`config.mk`:
```
export PLATFORM = sky130hd
export DESIGN_NAME = wts_sequencer
export DESIGN_NICKNAME = d
export VERILOG_FILES = /design/src/core/wts_pkg.sv /design/src/core/wts_flash_if.sv /design/src/core/wts_flash_timer.sv /design/src/core/wts_sequencer.sv
export SDC_FILE = /design/constraint.sdc
export NUM_CORES = 1
export LEC_CHECK = 0
export BUFFER_PORTS_ARGS = -buffer_cell sky130_fd_sc_hd__buf_2
export CORE_MARGIN = 2
export CORE_UTILIZATION = 52
export CTS_CLUSTER_DIAMETER = 40
export DETAILED_ROUTE_END_ITERATION = 8
export GPL_TIMING_DRIVEN = 0
export PLACE_DENSITY = 0.66
export SETUP_SLACK_MARGIN = 0.15
export SLEW_MARGIN = 30
export SYNTH_ARGS = -nofsm -noshare
export SYNTH_HDL_FRONTEND = slang
export SYNTH_HIERARCHICAL = 1
export SYNTH_SLANG_ARGS = --single-unit
```
`constraint.sdc`:
```
create_clock -name clock -period 3.14 [get_ports clock]
set_input_delay 0.157 -clock clock [delete_from_list [all_inputs] [get_ports clock]]
set_output_delay 0.157 -clock clock [all_outputs]
set_load 0.01 [all_outputs]
```
`src/core/wts_pkg.sv`:
```
// Package of constants and types for the wireless transmit status sequencer
package wts_pkg;
  // Clock rate and derived counts
  localparam int unsigned CLK_HZ         = 250_000_000;
  localparam int unsigned INIT_MS        = 500;
  localparam int unsigned FLASH_MS       = 1000;
  localparam int unsigned INIT_CYCLES    = CLK_HZ / 1000 * INIT_MS;
  localparam int unsigned HALF_FLASH_CYC = CLK_HZ / 1000 * FLASH_MS / 2;
  localparam int unsigned REQ_TIMEOUT_MS = 1500;
  localparam int unsigned REQ_TIMEOUT_CYC = CLK_HZ / 1000 * REQ_TIMEOUT_MS;
  localparam int unsigned CNT_W          = 32;
  localparam logic        FLASH_RESET    = 1'b0;

  // Sequencer states, Gray along init-standby-negotiate-charge-complete
  typedef enum logic [2:0] {
    WTS_INIT      = 3'h0,
    WTS_STANDBY   = 3'h1,
    WTS_NEGOTIATE = 3'h3,
    WTS_CHARGE    = 3'h2,
    WTS_COMPLETE  = 3'h6,
    WTS_FOD_FAULT = 3'h7,
    WTS_ERROR     = 3'h5
  } wts_state_t;
endpackage : wts_pkg

```
`src/core/wts_flash_if.sv`:
```
// Interface carrying the flash timebase between sequencer and prescaler
`timescale 1ns/1ps
`default_nettype none
interface wts_flash_if;
  logic run;   // Timebase running
  logic phase; // High during lit half of a flash period
  modport ctrl  (output run, input phase);
  modport timer (input run, output phase);
endinterface : wts_flash_if
`default_nettype wire

```
`src/core/wts_flash_timer.sv`:
```
// One-second half-duty flash timebase from the system clock
`timescale 1ns/1ps
`default_nettype none
module wts_flash_timer #(
  parameter int unsigned HALF_CYC = wts_pkg::HALF_FLASH_CYC
) (
  // Clock and reset
  input  wire logic      clock,
  input  wire logic      rst_b,
  input  wire logic      clk_en,
  // Timebase
  wts_flash_if.timer     fl
);
  logic [wts_pkg::CNT_W-1:0] cnt_q;
  logic                      phase_q;

  // Prescaler, toggles phase every half period
  always_ff @(posedge clock or negedge rst_b) begin
    if (!rst_b) begin
      cnt_q   <= '0;
      phase_q <= wts_pkg::FLASH_RESET;
    end else if (clk_en) begin
      if (!fl.run) begin
        cnt_q   <= '0;
        phase_q <= 1'b1; // Each run starts lit; the red flash keeps the charge phase
      end else if (cnt_q == HALF_CYC[wts_pkg::CNT_W-1:0] - 32'h1) begin
        cnt_q   <= '0;
        phase_q <= ~phase_q;
      end else begin
        cnt_q <= cnt_q + 32'h1;
      end
    end
  end

  assign fl.phase = phase_q;
endmodule : wts_flash_timer
`default_nettype wire

```
`src/core/wts_sequencer.sv`:
```
// Status sequencer of a wireless power transmitter with LED indication
// Operation
// - After power-up, light only green about half a second, then standby.
// - In standby both LEDs stay dark.
// - Receiver detected in standby moves to negotiation before any power.
// - Transmit enable only with receiver present, never in init or standby.
// - While charging, green flashes once per second, red dark.
// - Foreign object while charging aborts power, red flashes once per second.
// - Foreign-object fault persists until receiver removed.
// - Other errors abort charging; red steadily on until receiver removed.
// - Errors are communication, over-voltage, -current, -power, -temperature on either side.
// - Power requests stopping during a transaction terminate it and stop power.
// - No-more-power enters charge-complete, green steady until removal.
// - Receiver removal returns to standby from any later state.
`timescale 1ns/1ps
`default_nettype none
module wts_sequencer #(
  parameter int unsigned INIT_CYC    = wts_pkg::INIT_CYCLES,
  parameter int unsigned HALF_CYC    = wts_pkg::HALF_FLASH_CYC,
  parameter int unsigned TIMEOUT_CYC = wts_pkg::REQ_TIMEOUT_CYC
) (
  // Clock, reset, enable
  input  wire logic clock,
  input  wire logic rst_b,
  input  wire logic clk_en,
  // Receiver events (asynchronous pins)
  input  wire logic rx_present,
  input  wire logic rx_config_done,
  input  wire logic rx_power_req,
  input  wire logic rx_end_power,
  input  wire logic comm_error,
  // Fault reports (asynchronous pins)
  input  wire logic fod_detect,
  input  wire logic rx_fault,
  input  wire logic tx_fault,
  // Outputs
  output logic      tx_enable,
  output logic      led_green,
  output logic      led_red,
  output wts_pkg::wts_state_t state
);
  localparam int NS = 8;

  // Two-stage synchronisers for every pin input
  logic [NS-1:0] pin_raw, sync1_q, sync2_q;
  assign pin_raw = {rx_present, rx_config_done, rx_power_req, rx_end_power,
                    comm_error, fod_detect, rx_fault, tx_fault};
  genvar gi;
  generate
    for (gi = 0; gi < NS; gi++) begin : g_sync
      always_ff @(posedge clock or negedge rst_b) begin
        if (!rst_b) begin
          sync1_q[gi] <= 1'b0;
          sync2_q[gi] <= 1'b0;
        end else if (clk_en) begin
          sync1_q[gi] <= pin_raw[gi];
          sync2_q[gi] <= sync1_q[gi];
        end
      end
    end
  endgenerate

  logic present, cfg_done, req_lvl, end_pwr, cerr, fod, rfault, tfault;
  assign {present, cfg_done, req_lvl, end_pwr, cerr, fod, rfault, tfault} = sync2_q;

  // Rising edge of the power request line marks one request
  logic req_prev_q, req_pulse;
  always_ff @(posedge clock or negedge rst_b) begin
    if (!rst_b) begin
      req_prev_q <= 1'b0;
    end else if (clk_en) begin
      req_prev_q <= req_lvl;
    end
  end
  assign req_pulse = req_lvl & ~req_prev_q;

  // Error classes that lead to the steady-red state
  function automatic logic is_error(input logic c, input logic r, input logic t);
    return c | r | t;
  endfunction

  wts_pkg::wts_state_t state_q, state_d;
  logic [wts_pkg::CNT_W-1:0] init_cnt_q, req_cnt_q;
  logic init_done, req_timeout, in_txn;

  assign init_done   = (init_cnt_q == INIT_CYC[wts_pkg::CNT_W-1:0] - 32'h1);
  assign req_timeout = (req_cnt_q == TIMEOUT_CYC[wts_pkg::CNT_W-1:0] - 32'h1);
  assign in_txn      = (state_q == wts_pkg::WTS_NEGOTIATE) || (state_q == wts_pkg::WTS_CHARGE);

  // Initialization timer
  always_ff @(posedge clock or negedge rst_b) begin
    if (!rst_b) begin
      init_cnt_q <= '0;
    end else if (clk_en) begin
      if (state_q == wts_pkg::WTS_INIT && !init_done) begin
        init_cnt_q <= init_cnt_q + 32'h1;
      end
    end
  end

  // Power request watchdog during the transaction
  always_ff @(posedge clock or negedge rst_b) begin
    if (!rst_b) begin
      req_cnt_q <= '0;
    end else if (clk_en) begin
      if (!in_txn || req_pulse) begin
        req_cnt_q <= '0;
      end else if (!req_timeout) begin
        req_cnt_q <= req_cnt_q + 32'h1;
      end
    end
  end

  // Next-state logic
  always_comb begin
    state_d = state_q;
    case (state_q)
      wts_pkg::WTS_INIT: begin
        if (init_done) begin
          state_d = wts_pkg::WTS_STANDBY;
        end
      end
      wts_pkg::WTS_STANDBY: begin
        if (present) begin
          state_d = wts_pkg::WTS_NEGOTIATE;
        end
      end
      wts_pkg::WTS_NEGOTIATE: begin
        if (!present || req_timeout) begin
          state_d = wts_pkg::WTS_STANDBY;
        end else if (is_error(cerr, rfault, tfault)) begin
          state_d = wts_pkg::WTS_ERROR;
        end else if (cfg_done) begin
          state_d = wts_pkg::WTS_CHARGE;
        end
      end
      wts_pkg::WTS_CHARGE: begin
        if (!present || req_timeout) begin
          state_d = wts_pkg::WTS_STANDBY;
        end else if (fod) begin
          state_d = wts_pkg::WTS_FOD_FAULT;
        end else if (is_error(cerr, rfault, tfault)) begin
          state_d = wts_pkg::WTS_ERROR;
        end else if (end_pwr) begin
          state_d = wts_pkg::WTS_COMPLETE;
        end
      end
      wts_pkg::WTS_COMPLETE, wts_pkg::WTS_FOD_FAULT, wts_pkg::WTS_ERROR: begin
        if (!present) begin
          state_d = wts_pkg::WTS_STANDBY;
        end
      end
      default: state_d = wts_pkg::WTS_INIT;
    endcase
  end

  // State register
  always_ff @(posedge clock or negedge rst_b) begin
    if (!rst_b) begin
      state_q <= wts_pkg::WTS_INIT;
    end else if (clk_en) begin
      state_q <= state_d;
    end
  end

  // Flash timebase
  wts_flash_if fl ();
  logic flashing;
  assign flashing = (state_q == wts_pkg::WTS_CHARGE) || (state_q == wts_pkg::WTS_FOD_FAULT);
  assign fl.run   = flashing;
  wts_flash_timer #(.HALF_CYC(HALF_CYC)) u_flash (
    .clock  (clock),
    .rst_b  (rst_b),
    .clk_en (clk_en),
    .fl     (fl.timer)
  );

  // Registered outputs
  always_ff @(posedge clock or negedge rst_b) begin
    if (!rst_b) begin
      tx_enable <= 1'b0;
      led_green <= 1'b0;
      led_red   <= 1'b0;
    end else if (clk_en) begin
      // Power only in negotiation/charge with receiver present
      tx_enable <= present && (state_d == wts_pkg::WTS_NEGOTIATE || state_d == wts_pkg::WTS_CHARGE);
      case (state_q)
        wts_pkg::WTS_INIT: begin
          led_green <= 1'b1;
          led_red   <= 1'b0;
        end
        wts_pkg::WTS_CHARGE: begin
          led_green <= fl.phase;
          led_red   <= 1'b0;
        end
        wts_pkg::WTS_COMPLETE: begin
          led_green <= 1'b1;
          led_red   <= 1'b0;
        end
        wts_pkg::WTS_FOD_FAULT: begin
          led_green <= 1'b0;
          led_red   <= fl.phase;
        end
        wts_pkg::WTS_ERROR: begin
          led_green <= 1'b0;
          led_red   <= 1'b1;
        end
        default: begin
          led_green <= 1'b0;
          led_red   <= 1'b0;
        end
      endcase
    end
  end

  assign state = state_q;
endmodule : wts_sequencer
`default_nettype wire

```
# Word-level counts from Yosys, hierarchy flattened
# Cells that the tools add are included.
# totals
ramBits	0
out_inout_bits	6
latchBits	0
wordCells	81
rom_bits	0
memories	0
in_bits	11
reg_bits	120
# classes
reduce_logical	16
multipliers	0
eq_ne	13
n_div	0
muxes	19
n_lt_le_gt_ge	0
bitwise	5
shift	0
n_addsub	3
# op_table
cell	count
32-bit 2-to-1 mux	4
32-bit by 1-bit adder with 32-bit output (second input constant)	3
32-bit by 27-bit equality test with 1-bit output (second input constant)	2
32-bit by 29-bit equality test with 1-bit output (second input constant)	1
3-bit 2-to-1 mux	10
3-bit one-hot mux with 5 select lines	1
3-bit by 2-bit equality test with 1-bit output (second input constant)	4
3-bit equality test (second input constant)	3
2-bit AND reduction	3
1-bit logical OR	5
1-bit one-hot mux with 2 select lines	2
3-bit by 1-bit equality test with 1-bit output (second input constant)	1
1-bit logical NOT	3
3-bit logical NOT	1
3-bit OR reduction	1
1-bit logical AND	2
1-bit 2-to-1 mux	2
2-bit by 1-bit inequality test with 1-bit output (second input constant)	1
2-bit inequality test (second input constant)	1
1-bit NOT	2
1-bit bitwise OR	2
2-bit OR reduction	1
1-bit bitwise AND	1

# Logic depth before layout (Yosys ltp)
# logic_depth
word_depth	9
mapped_depth	8
ltp_nobuf	6

# Hierarchy
# The synthesis kept the hierarchy.
# by_module_without_submodules
mod	cells_each	seq_area_each_um2	n_inst	area_each_um2
wts_sequencer	437	2177.1	1	4430.5
wts_flash_timer	191	825.8	1	1820.5

# Worst setup path after synthesis
# Ideal clock, no wire load.
# synth_path
path_type	reg-to-reg
startpoint	register state_q[1] (netlist: state[1])
endpoint	register init_cnt_q[31] in the netlist's numbering
path_stages_with_launch	8
slack_ns	0.832
setup_ns	0.123
synth_period_minus_slack_ns	2.308
t_required_ns	3.017
t_arrival_ns	2.185
path_cell_list	dfrtp_1 buf_6 or4b_4 nor4_4 and4_1 buf_4 or3b_1 xnor2_1
# synth_via
elab_chain_cells	3
# synth_lines
element	line	source
from (decl)	wts_sequencer.sv:82	wts_pkg::wts_state_t state_q, state_d;
from (signal assigned)	wts_sequencer.sv:160	state_q <= wts_pkg::WTS_INIT;
from (signal assigned)	wts_sequencer.sv:162	state_q <= state_d;
3-bit logical NOT	wts_sequencer.sv:95	if (state_q == wts_pkg::WTS_INIT && !init_done) begin
1-bit logical AND	wts_sequencer.sv:95	
2-bit AND reduction (no line)	--	
to (signal assigned)	wts_sequencer.sv:96	init_cnt_q <= init_cnt_q + 32'h1;
to (decl)	wts_sequencer.sv:83	logic [wts_pkg::CNT_W-1:0] init_cnt_q, req_cnt_q;
# Every way passes these cells.
# A chain may end at the register's enable or synchronous reset.

# Worst setup path after layout
# layout_path
startpoint	register req_cnt_q[6] in the netlist's numbering
endpoint	register req_cnt_q[25] in the netlist's numbering
# layout_via
elab_chain_cells	3
word_cells_on_any_way	6
cone_classes	add/sub: 1; eq/ne: 2; mux: 2; reduce/logical: 1
# layout_lines
element	line	source
from (decl)	wts_sequencer.sv:83	
from (signal assigned)	wts_sequencer.sv:109	req_cnt_q <= req_cnt_q + 32'h1;
32-bit by 1-bit adder with 32-bit output or 32-bit by 29-bit equality test with 1-bit output (tied branches)	wts_sequencer.sv:109, wts_sequencer.sv:87	
32-bit 2-to-1 mux or 2-bit by 1-bit inequality test with 1-bit output (tied branches)	--	
32-bit 2-to-1 mux or 2-bit AND reduction (tied branches)	--	
# Several ways; a longest one is shown, not always the timed one. The select of a mux whose other input is x is not followed.

==> flow_summary.toml <==
[clocking]
cts.sinks = 120
cts_resized = 0
clk_latency_ps = 410
cts_made_buffers = 17
cts_tree = "built"
root_buffer = "clkbuf_16"
clk_pin_slew_worst_paths_ps = 60
htreeDepth = 4
clockBufferDepth = 2
post-cts-setup-buffer-count = 0

[final_layout]
nets = 686
finish.instance_area_um2 = 7281
stdcell_count = 832
num_antenna_cells = 0
area_growth_syn_to_layout_pct = 16.47
final_layout_size_suffix_gt1_frac = 0.1489

[power_and_ir_drop]
ir_worst_vdd_uv = 448.5
swShare = 0.2650
p_leak_uw = 0.003038
powerDensity_nw_per_um2 = 608.8
pwr-share-seq = 0.393
p_comb_frac = 0.141
switching_power_uw = 1174
pwr-share-clk = 0.466
p_int_uw = 3258

[global_route]
grt_pass1_wl_um = 22400
overflow = 0
grt_max_degree = 73
antenna_found_initial = 0
grt_pass1_vias = 4743
grt_use_total = 0.2155

[synthesis]
postSynthCellCount = 628
yosys_warnings = 6
synthFlopType = "dfrtp_1"
synthTopCellsByCount = "120 x dfrtp_1, 68 x nor2_1, 56 x xnor2_1"
syn_nets = 642
synth-seq-area-share = 0.4804
yosysTopAreaCell = "dfrtp_1"
synthTopCellsByArea = "dfrtp_1 48%, xnor2_1 7.8%, nor2_1 4.1%"
synth_area_um2 = 6251
synth_edf_count = 0
synth.most_common_cell = "dfrtp_1"
avgSynthCellArea_um2 = 9.954
synth_top_area_frac = 0.4804
synth_seq_cells = 120
async_reset_ff_frac = 1.000
synth_cell_type_count = 61

[sta]
fin_crit_ps = 2533
timing.slew.headroom = 0.4003
slew_viol_final = 0
fmax_mhz = 394.8
worst_pin_slew_ps = 892.2
fin_setup_tns_ps = 0
clock_skew_ps = 7.335
finalSetupViolCount = 0
period_share = 0.8067
rsz0062_at_grt = "no"
hold_viol = 0

[routing]
drt-initial-drc-count = 321
wl_per_cell_um = 15.84
first_pass_iters = 4
drt-total-wl_um = 13180
via_per_inst = 5.845
vias = 4863
postRouteAntennaNets = 0
drcViolationCount = 0

[place]
place_inst = 791
post_dp_cell_area_um2 = 6554
hpwl_um = 8896
io_buffers = 15
place.gp.congestion = 0.8450

[setup_path]
critPathMaxFanout = 10
worstSetupStartpoint = "req_cnt_q[6]$_DFFE_PN0P_"
critPathKind = "reg2reg"
ff2ff_setup_slack_ps = 610
rr_startpoint = "req_cnt_q[6]$_DFFE_PN0P_"
cp.required_ps = 3470
r2r_cells = 6
rr_endpoint = "req_cnt_q[25]$_DFFE_PN0P_"
cp-start-kind = "flip-flop"
end_kind = "flip-flop"
arrival_ps = 2870
critPathCapture = "req_cnt_q[25]$_DFFE_PN0P_"

[run_status]
outcome = "finished clean"

[hold_path]
hold_start = "clk_en"
holdCritPathClass = "in2reg"

[die]
fp.dieH_um = 113.6
start_util = 0.5270
core.rowCount = 40
die_area_um2 = 12910
die_x_um = 113.6
num_io_pins = 17
core_um2 = 11860

[flow_run]
cap_viol_max_count = 0
area by class of cell:
class,instances,area (um^2)
buffer,22,148.9
inverter,18,67.56
clock buffer,20,456.7
timing repair buffer,25,202.7
clock inverter,12,173.9
fill,973,4581
multi-input combinational,468,3044
sequential,120,3003
tap,147,183.9
worst min-delay path by stage:
stage | to | slack (ps) | cells past startpoint
6_report | u_flash/fl.phase$_DFFE_PN0P_ | 100 | 3
5_1_grt | u_flash/fl.phase$_DFFE_PN0P_ | 90 | 3
4_1_cts | u_flash/fl.phase$_DFFE_PN0P_ | 90 | 3
3_5_place_dp | u_flash/cnt_q[21]$_DFFE_PN0P_ | 90 | 1
3_3_place_gp | sync1_q[0]$_DFFE_PN0P_ | 390 | 2
2_1_floorplan | cerr$_DFFE_PN0P_ | -140 | 0
sequential cells by signal (all words and copies together), names as in the netlist:
register          flops
tfault                1
init_cnt_q           32
u_flash/cnt_q        32
fod                   1
state                 3
req_lvl               1
cerr                  1
rfault                1
sync1_q               8
tx_enable             1
present               1
end_pwr               1
led_red               1
req_cnt_q            32
req_prev_q            1
u_flash/fl.phase      1
cfg_done              1
led_green             1
kinds of logic (layout without fill, tap and decap cells):
| family | Yosys count | after routing | share of synthesized area |
|---|---|---|---|
| flip-flops | 120 | 120 | 0.4804 |
| buffers and inverters | 40 | 97 | 0.03462 |
| AND/OR/NAND/NOR | 303 | 303 | 0.2708 |
| multiplexers | 20 | 20 | 0.03543 |
| XOR/XNOR | 68 | 68 | 0.09528 |
| adder cells (fa/ha/maj) | 3 | 3 | 0.006005 |
| AO/OA/AOI/OAI | 74 | 74 | 0.07746 |
worst max-delay path: stages, from the launching register on:
cell and delay (ps):
dfrtp_1 350, buf_2 170, or4b_2 730, nor4_4 450
nand3_1 370, nand4_1 190, mux2i_1 190
stage by stage:
| step | worst slack [ps] | power (uW) | utilization | hold WS [ps] |
|---|---|---|---|---|
| after floorplan | 832.5 | 2174 | - | -138.6 |
| after global placement | 386.8 | 2354 | 0.5488 | 389.1 |
| final | 607.1 | 4432 | 0.6138 | 101.9 |
| after detailed placement | 578.5 | 2385 | 0.5525 | 94.48 |
| after CTS | 536.9 | 4466 | 0.6133 | 87.85 |
| after global routing | 461.7 | 4620 | 0.6138 | 94.25 |
routing by layer:
metal / wire length (um) / global-route usage
met5: 0 / 0
met3: 534 / 0.05632
met2: 6353 / 0.3465
met4: 237 / 0.07967
met1: 6050 / 0.2836
power by group through the flow:
stage	sequential (uW)	clock, uW	combinational [uW]
floorplan	1760	0	410
global placement	1760	0	593
detailed placement	1770	0	616
CTS	1740	2100	627
global route	1760	2160	701
finish	1740	2060	625
cell usage in the layout (no fill, tap or decap), types with 4 or more instances in the layout:
cell type and instances:
and2_1 5, a31oi_1 4, or4_1 9, buf_6 6, or3_1 7, nand2_1 51
inv_1 18, mux2_2 17, clkbuf_16 17, o31ai_1 6, bufinv_16 4, clkbuf_1 7
and4_1 7, buf_1 4, nand3_1 38, xnor2_1 56, dfrtp_1 120, a21oi_1 22
a22o_1 5, or2_2 4, nor2_1 68, dlygate4sd3_1 9, clkinvlp_4 4, and3_2 4
and3_1 13, nor4_1 16, xor2_1 12, o21ai_0 14, buf_2 17, nand4_1 32
nor3_1 20, nor4_2 4
repair_timing:
| action | in CTS | in global routing |
|---|---|---|
| hold buffers | 9 | 0 |
| endpoints found under the setup margin | 0 | 0 |
| endpoints found under the hold margin | 56 | 0 |
(Power assumes the default switching activity.)
